==> src/core/lcr_pkg.sv <==
// shared constants and types for the link control register block
package lcr_pkg;
  // register map, byte addresses on the register bus
  localparam logic [7:0] LINK_CONTROL_ADDR = 8'h08;
  localparam logic [31:0] LINK_CONTROL_RESET = 32'h0000_0000;
  localparam int CTRL_WIDTH = 9;
  // field positions inside link_control
  localparam int NODE_IDENTITY_VALID_BIT = 0;
  localparam int SELF_ID_CAPTURE_BIT = 1;
  localparam int FORCED_BUSY_BIT = 2;
  localparam int ACCEPT_ALL_ISO_BIT = 3;
  localparam int CYCLE_START_CAPTURE_BIT = 4;
  localparam int ASYNC_TX_EN_BIT = 5;
  localparam int ASYNC_RX_EN_BIT = 6;
  localparam int ISO_TX_EN_BIT = 7;
  localparam int ISO_RX_EN_BIT = 8;
  // node address that every node accepts
  localparam logic [5:0] BROADCAST_NODE_ID = 6'h3f;
  // status codes attached to a stored self-id packet
  localparam logic [3:0] SELF_ID_GOOD = 4'h1;
  localparam logic [3:0] SELF_ID_BAD = 4'hd;
  localparam logic [3:0] STATUS_NONE = 4'h0;
  // kinds of received packet reported by the receiver
  typedef enum logic [2:0]
  {
    KIND_ASYNC = 3'h0,
    KIND_ISO = 3'h1,
    KIND_CYCLE_START = 3'h2,
    KIND_SELF_ID = 3'h3,
    KIND_LINK_ON = 3'h4,
    KIND_PHY_CONFIG = 3'h5
  } lcr_kind_type;
endpackage

==> src/core/lcr_link_control.sv <==
// link control register low nine bits with packet acceptance and transmit gating
//
// How it works
// - link_control sits at offset 08h, read/write, all bits zero after reset.
// - node id valid set accepts own-address packets; clear accepts broadcast only.
// - stored self-id status is 1h when data good, Dh when wrong.
// - self-id capture also stores link-on and phy config, first quadlet only.
// - forced busy answers every accepted non-broadcast async packet with ack_busy_x.
// - forced busy clear sends ack_busy_x only when the receive fifo is full.
// - accept-all-iso plus iso receive stores every iso packet, any channel.
// - cycle-start capture writes each received cycle-start packet to the fifo.
// - async transmit enable clear blocks arbitration and async sends.
// - bus reset clears async transmit enable, node number may have changed.
// - async receive enable clear accepts no async packets at all.
// - bus reset clears async receive enable.
// - iso transmit enable clear blocks arbitration for iso packets.
// - iso receive enable clear accepts no iso packets.
// - destination node 3Fh is accepted whatever the local node id while async receive is enabled.
`timescale 1ns/1ns
module lcr_link_control
(
  // clock and reset
  input wire logic SYS_CLK,
  input wire logic RESET_N,
  // classic wishbone slave
  input wire logic CYC_I,
  input wire logic STB_I,
  input wire logic WE_I,
  input wire logic [7:0] ADR_I,
  input wire logic [3:0] SEL_I,
  input wire logic [31:0] DAT_I,
  output logic [31:0] DAT_O,
  output logic ACK_O,
  // node identity and bus events from the link core
  input wire logic [5:0] LOCAL_NODE_ID,
  input wire logic BUS_RESET,
  // received packet header from the receiver
  input wire logic RX_VALID,
  input wire logic [2:0] RX_KIND,
  input wire logic [5:0] RX_DEST,
  input wire logic RX_CHANNEL_MATCH,
  input wire logic [31:0] RX_QUAD0,
  input wire logic [31:0] RX_QUAD1,
  input wire logic GENERAL_RECEIVE_FIFO_FULL,
  // receive decision
  output logic RX_STORE,
  output logic RX_ACK_BUSY,
  output logic RX_FIRST_QUAD_ONLY,
  output logic RX_SELF_ID_MERGE,
  output logic [3:0] RX_STATUS,
  // transmit gating
  input wire logic TX_ASYNC_REQ,
  input wire logic TX_ISO_REQ,
  output logic TX_ASYNC_ARB,
  output logic TX_ISO_ARB,
  // control bits as levels for the link core
  output logic [8:0] LINK_CONTROL
);

  typedef struct packed
  {
    logic [8:0] ctrl;
    logic ack;
    logic [31:0] rdat;
    logic store;
    logic busy;
    logic first_only;
    logic sid_merge;
    logic [3:0] status;
  } lcr_state_type;

  lcr_state_type state;
  lcr_state_type next_state;

  // destination decode used by both async acceptance and busy policy
  function automatic logic is_broadcast(input logic [5:0] dest);
    is_broadcast = (dest == lcr_pkg::BROADCAST_NODE_ID);
  endfunction

  logic bus_req;
  logic wr_ctrl;
  logic rd_sel;
  logic [8:0] wr_val;
  logic async_accept;
  logic async_busy;
  logic iso_accept;
  logic [8:0] ctrl;

  assign ctrl = state.ctrl;
  assign bus_req = CYC_I && STB_I && !state.ack;

  // address decode; unmapped offsets answer with zero and drop writes
  always_comb
  begin
    wr_ctrl = 1'b0;
    rd_sel = 1'b0;
    if (ADR_I == lcr_pkg::LINK_CONTROL_ADDR)
    begin
      wr_ctrl = bus_req && WE_I;
      rd_sel = 1'b1;
    end
    else
    begin
      wr_ctrl = 1'b0;
      rd_sel = 1'b0;
    end
  end

  // byte-lane merge; only lanes 0 and 1 hold implemented bits
  always_comb
  begin
    wr_val = ctrl;
    if (SEL_I[0])
    begin
      wr_val[7:0] = DAT_I[7:0];
    end
    if (SEL_I[1])
    begin
      wr_val[lcr_pkg::ISO_RX_EN_BIT] = DAT_I[lcr_pkg::ISO_RX_EN_BIT];
    end
  end

  // async acceptance: enable gates all, broadcast always passes
  always_comb
  begin
    async_accept = ctrl[lcr_pkg::ASYNC_RX_EN_BIT]
      && (is_broadcast(RX_DEST)
      || (ctrl[lcr_pkg::NODE_IDENTITY_VALID_BIT] && RX_DEST == LOCAL_NODE_ID));
    // busy only answers a packet we would have taken, never a broadcast
    async_busy = async_accept && !is_broadcast(RX_DEST)
      && (ctrl[lcr_pkg::FORCED_BUSY_BIT]
      || GENERAL_RECEIVE_FIFO_FULL);
    iso_accept = ctrl[lcr_pkg::ISO_RX_EN_BIT]
      && (ctrl[lcr_pkg::ACCEPT_ALL_ISO_BIT] || RX_CHANNEL_MATCH);
  end

  // next-state logic for registers, bus answer and receive decision
  always_comb
  begin
    next_state = state;
    next_state.ack = bus_req;
    next_state.store = 1'b0;
    next_state.busy = 1'b0;
    next_state.first_only = 1'b0;
    next_state.sid_merge = 1'b0;
    next_state.status = lcr_pkg::STATUS_NONE;
    if (bus_req)
    begin
      next_state.rdat = rd_sel ? {23'h0, ctrl} : 32'h0000_0000;
    end
    if (wr_ctrl)
    begin
      next_state.ctrl = wr_val;
    end
    // bus reset beats a same-cycle software write: old node number is stale
    if (BUS_RESET)
    begin
      next_state.ctrl[lcr_pkg::ASYNC_TX_EN_BIT] = 1'b0;
      next_state.ctrl[lcr_pkg::ASYNC_RX_EN_BIT] = 1'b0;
    end
    if (RX_VALID)
    begin
      case (RX_KIND)
        lcr_pkg::KIND_ASYNC:
        begin
          next_state.busy = async_busy;
          next_state.store = async_accept && !async_busy;
        end
        lcr_pkg::KIND_ISO:
        begin
          next_state.store = iso_accept;
        end
        lcr_pkg::KIND_CYCLE_START:
        begin
          next_state.store = ctrl[lcr_pkg::CYCLE_START_CAPTURE_BIT];
        end
        lcr_pkg::KIND_SELF_ID:
        begin
          if (ctrl[lcr_pkg::SELF_ID_CAPTURE_BIT])
          begin
            next_state.store = 1'b1;
            next_state.sid_merge = 1'b1;
            next_state.status = (RX_QUAD1 == ~RX_QUAD0) ? lcr_pkg::SELF_ID_GOOD
              : lcr_pkg::SELF_ID_BAD;
          end
        end
        lcr_pkg::KIND_LINK_ON, lcr_pkg::KIND_PHY_CONFIG:
        begin
          next_state.store = ctrl[lcr_pkg::SELF_ID_CAPTURE_BIT];
          next_state.first_only = ctrl[lcr_pkg::SELF_ID_CAPTURE_BIT];
        end
        default:
        begin
          next_state.store = 1'b0;
        end
      endcase
    end
  end

  // single state register
  always_ff @(posedge SYS_CLK or negedge RESET_N)
  begin
    if (!RESET_N)
    begin
      state <= '0;
    end
    else
    begin
      state <= next_state;
    end
  end

  // outputs; arbitration requests are handshakes and stay combinational
  assign DAT_O = state.rdat;
  assign ACK_O = state.ack;
  assign RX_STORE = state.store;
  assign RX_ACK_BUSY = state.busy;
  assign RX_FIRST_QUAD_ONLY = state.first_only;
  assign RX_SELF_ID_MERGE = state.sid_merge;
  assign RX_STATUS = state.status;
  assign LINK_CONTROL = ctrl;
  assign TX_ASYNC_ARB = TX_ASYNC_REQ && ctrl[lcr_pkg::ASYNC_TX_EN_BIT];
  assign TX_ISO_ARB = TX_ISO_REQ && ctrl[lcr_pkg::ISO_TX_EN_BIT];
endmodule

==> config.mk <==
export PLATFORM = sky130hd
export DESIGN_NAME = lcr_link_control
export DESIGN_NICKNAME = d
export VERILOG_FILES = /design/src/core/lcr_pkg.sv /design/src/core/lcr_link_control.sv
export SDC_FILE = /design/constraint.sdc
export NUM_CORES = 1
export LEC_CHECK = 0
export ABC_AREA = 1
export BUFFER_PORTS_ARGS = -buffer_cell sky130_fd_sc_hd__buf_2
export CAP_MARGIN = 20
export CORE_MARGIN = 3
export CORE_UTILIZATION = 35
export DETAILED_ROUTE_END_ITERATION = 12
export PLACE_DENSITY = 0.8
export SLEW_MARGIN = 25
export SYNTH_ARGS = -nofsm -noshare
export SYNTH_HDL_FRONTEND = slang
export SYNTH_SLANG_ARGS = --single-unit
==> constraint.sdc <==
create_clock -name SYS_CLK -period 1.5 [get_ports SYS_CLK]
set_input_delay 0.3 -clock SYS_CLK [delete_from_list [all_inputs] [get_ports SYS_CLK]]
set_output_delay 0.3 -clock SYS_CLK [all_outputs]
set_load 0.005 [all_outputs]
Word-level counts from Yosys, hierarchy flattened:

Index checks and enable logic that the tools add are counted.

* equality and inequality tests: 9
* multiplexer cells: 14
* bitwise operators: 1
* reduce and logical (&&, ||, !) cells: 24

Operator list (number)
* 32-bit equality test: 1
* 32-bit NOT: 1
* 7-bit two-way mux: 2
* 1-bit logical AND: 11
* 5-bit two-way mux: 2
* 9-bit two-way mux: 1
* 8-bit by 4-bit equality test with 1-bit output (second input constant): 1
* 8-bit two-way mux: 1
* 3-bit by 2-bit equality test with 1-bit output (second input constant): 2
* 3-bit equality test (second input constant): 2
* 6-bit equality test: 1
* 6-bit equality test (second input constant): 1
* 2-bit AND reduction: 3
* 1-bit two-way mux: 5
* 1-bit one-hot mux with 5 select lines: 1
* 4-bit two-way mux: 1
* 2-bit nonzero test: 2
* 3-bit by 1-bit equality test with 1-bit output (second input constant): 1
* 1-bit logical NOT: 3
* 3-bit logical NOT: 1
* 1-bit logical OR: 3
* 2-bit two-way mux: 1
* 2-bit OR reduction: 1

* flip-flop bits (word level): 50
* input bits: 134
* output and inout port bits: 52
* word-level logic and storage cells: 58

Longest topological paths before layout:

* word-level depth: 10
* mapped depth: 10
* mapped depth without buffers: 10

Least setup slack after synthesis:

No wires, ideal clock.

* kind: reg2reg
* from: reg state (netlist bit ACK_O)
* to: reg state (netlist bit LINK_CONTROL[1])
* setup time: 0.127 ns
* arrival time: 1.023 ns
* data required time: 1.373 ns
* setup slack: 0.350 ns
* stages on the path, launching flop included: 8
* path buffers: 1
* period minus slack after synthesis: 1.150 ns
* cells stage by stage: dfrtp_1 -> nor2_2 -> nand2_1 -> nor2_2 -> nand3_4 -> inv_2 -> buf_6 -> o21ai_0

* longest elaborated chain between the ends: 5

RTL lines
* from (decl): RTL line lcr_link_control.sv:72 `lcr_state_type state;`
* from (signal assigned): RTL line lcr_link_control.sv:209 `state <= next_state;`
* 1-bit logical NOT: RTL line lcr_link_control.sv:90 `assign bus_req = CYC_I && STB_I && !state.ack;`
* 1-bit logical AND: RTL line lcr_link_control.sv:90
* 1-bit logical AND: RTL line lcr_link_control.sv:99 `wr_ctrl = bus_req && WE_I;`
* 1-bit two-way mux: RTL line lcr_link_control.sv:97 `if (ADR_I == lcr_pkg::LINK_CONTROL_ADDR)`
* 2-bit AND reduction (no source line)

No other way between the ends.
A chain may end at the register's enable or synchronous reset.

Worst setup path in the final report:

* from: reg state (netlist bit ACK_O)
* to: reg state (netlist bit LINK_CONTROL[6])

* longest elaborated chain between the ends: 6

RTL lines (RTL line)
* 1-bit logical NOT: lcr_link_control.sv:90
* 1-bit logical AND: lcr_link_control.sv:90
* 1-bit logical AND: lcr_link_control.sv:99
* 1-bit two-way mux: lcr_link_control.sv:97
* 2-bit nonzero test (no source line)
* 2-bit AND reduction (no source line)

No other way between the ends.

==> impl_metrics.toml <==
[run_status]
status = "finished, final reports clean"

[synthesis]
synthCells = 247
synth_cell_types = 23
synth_seq_cells = 24
avgSynthCellArea_um2 = 7.20
syn_area_um2 = 1780
ys.warnings.count = 0
seq_area_frac_synth_pct = 33.8

[die]
die_h_um = 77.3
die-area_um2 = 5980
die_w_um = 77.3
num_rows = 25
core_area_um2 = 4820
pin_count = 186
start_util_pct = 36.9

[setup_path]
crit_top_cell = "nor2_2"
path_buf_inv = 1
reg2reg_depth = 7
startpoint_type = "flip-flop"
critical_path.cell_chain = "nor2_2, nand2_1, nor2_2, nand3_4, inv_2, o21ai_0, nor2_1"
setup.worst_path.end_class = "flip-flop"
critPathKind = "reg2reg"
required_ns = 1.70
worst_path_max_delay_cell = "dfrtp_1"
slowest_delay_ns = 0.38
crit_path_max_fanout = 11
worst-path-stages = 7
arrival_ns = 1.52
crit_family = "simple AND/OR/NAND/NOR gates"

[timing]
slew_headroom_pct = 65.9
worst_pin_slew_ns = 0.511
min_period_ns = 1.32
max_freq_mhz = 757
setup_viol = 0
post-route-period-util_pct = 88.1
rsz0062_at_grt = "no"
final_hold_viol_count = 0
finClkSkew_ns = 0.00299
slew_violations = 0
tns_ns = 0

[placement]
place_congestion = 0.774
hpwl_mm = 4.14
placed_cells = 446
portBuffers = 136

[route]
wl_per_cell_um = 10.4
vias_per_cell = 4.20
routed_wl_mm = 4.67
num_vias = 1888
drtAntennaViolNets = 0
drc = 0
drt_iter0_markers = 70
drt_first_pass_iters = 4

[cts]
cts.clk_slew.worst_paths_ns = 0.08
clockBufferDepth = 2
clk-insertion-delay-late_ns = 0.26
ctsResizeCount = 0
post_cts_buffers = 0
clockRootBuffer = "clkbuf_8"
cts_buffers = 3
ctsHoldBuffers = 0
cts_tree = "built"
h-tree-depth = 1
cts.sinks = 24

[finish]
fin_cells = 449
nFillCells = 474
area_delta_synth_final_pct = 38.7
register_area_um2 = 601
n_antenna_cell = 0
multi_input_area_um2 = 933
nNetsFinal = 518
drive_gt1_share_pct = 39.0

[run]
max_cap_viol_count = 0

[min_path]
hp-class = "in2async"

[grt]
grt_pass1_vias = 1782
grt_pass1_wl_mm = 7.58
antenna_found_initial = 0
grtUsageTotal_pct = 15.4
grt_max_degree = 25
grt-ovfl-total = 0

[pwr]
p_clk_share_pct = 26.9
comb_power_share_pct = 24.6
peakVddDrop_uv = 270
switching_share_pct = 26.1
pwr-share-seq_pct = 48.6
power_density_nw_per_um2 = 550
power_switching_uw = 353
cellLeakagePower_uw = 0.00154
p_int_uw = 1000
-- power by group through the flow --
stage,clock network [µW],registers (µW),logic [µW]
after floorplan,0,673,181
after global placement,0,672,325
after detailed placement,0,672,334
after CTS,372,659,336
after global routing,393,660,382
final,365,659,333
-- cell type report --
cell class | instances | share of cell area (%)
multi-input cells | 187 | 37.8
repair buffers | 138 | 28.2
flip-flops and latches | 24 | 24.3
clock buffers | 3 | 1.67
well taps | 67 | 3.40
inverters | 30 | 4.56
-- cell families (layout without fill, tap and decap cells) --
kind of cell | count (synthesis) | after routing | synth area share (%)
simple gates | 121 | 121 | 29.8
flops | 24 | 24 | 33.8
other cells | 1 | 24 | 0.211
buf+inv | 59 | 171 | 18.6
compound gates | 16 | 16 | 4.78
xor+xnor | 26 | 26 | 12.8
-- cells in the final DEF, fill, tap and decap left out, drive strengths merged --
| master | Yosys | routed |
|---|---|---|
| buf | 29 | 138 |
| nand2 | 66 | 66 |
| inv | 30 | 30 |
| nor2 | 25 | 25 |
| dfrtp | 24 | 24 |
| xor2 | 24 | 24 |
| conb | 1 | 24 |
| nand3 | 17 | 17 |
| o21ai | 11 | 11 |
| nor3 | 5 | 5 |
| nand4 | 5 | 5 |
| a21oi | 4 | 4 |
| clkbuf | 0 | 3 |
| xnor2 | 2 | 2 |
| nor4 | 2 | 2 |
| o22ai | 1 | 1 |
| nand3b | 1 | 1 |
-- per-layer routing --
| layer | share of wire [%] | GRT usage, % | vias to the layer above |
|---|---|---|---|
| li1 | - | - | 991 |
| met1 | 35 | 16.8 | 810 |
| met2 | 57 | 31.1 | 83 |
| met3 | 7.6 | 1.88 | 4 |
| met4 | 0.66 | 3.20 | 0 |
| met5 | 0 | 0 | - |
-- per-stage QoR --
stage	area [µm²]	total power (µW)	util (%)	worst slack [ns]	hold WS [ns]
after floorplan	1870	853	-	0.350	0.00441
after global placement	2430	996	50.4	0.235	0.301
after detailed placement	2430	1010	50.4	0.176	0.303
after CTS	2470	1370	51.2	0.170	0.0195
after global routing	2470	1430	51.2	0.0716	0.0435
final	2470	1360	51.2	0.179	0.00187
-- sequential cells by signal, summed over array words and instances, names as in the netlist --
register            count
DAT_O                   9
RX_STORE                1
RX_FIRST_QUAD_ONLY      1
LINK_CONTROL            9
RX_ACK_BUSY             1
ACK_O                   1
RX_STATUS               2
-- synth_stat cells (all sizes together) --
cell	instances	area, µm²
nand3	17	97.6
nor3	5	25.0
nor4	2	12.5
nand2	66	248
inv	30	113
o22ai	1	6.26
xnor2	2	17.5
buf	29	219
conb	1	3.75
nor2	25	109
a21oi	4	20.0
nand4	5	31.3
nand3b	1	7.51
o21ai	11	58.8
xor2	24	210
dfrtp	24	601
-- worst paths after layout --
check | startpoint | end | slack (ns)
worst max-delay path | ACK_O | LINK_CONTROL[6] | 0.18
worst min-delay path | RESET_N | DAT_O[8] | 0.002
worst max register to register | ACK_O | LINK_CONTROL[6] | 0.18
worst min register to register | DAT_O[2] | DAT_O[2] | 0.48
max in group asynchronous | RESET_N | LINK_CONTROL[0] | 1.16
min in group SYS_CLK | DAT_I[7] | LINK_CONTROL[7] | 0.23
Power figures use the tool's default switching activity.
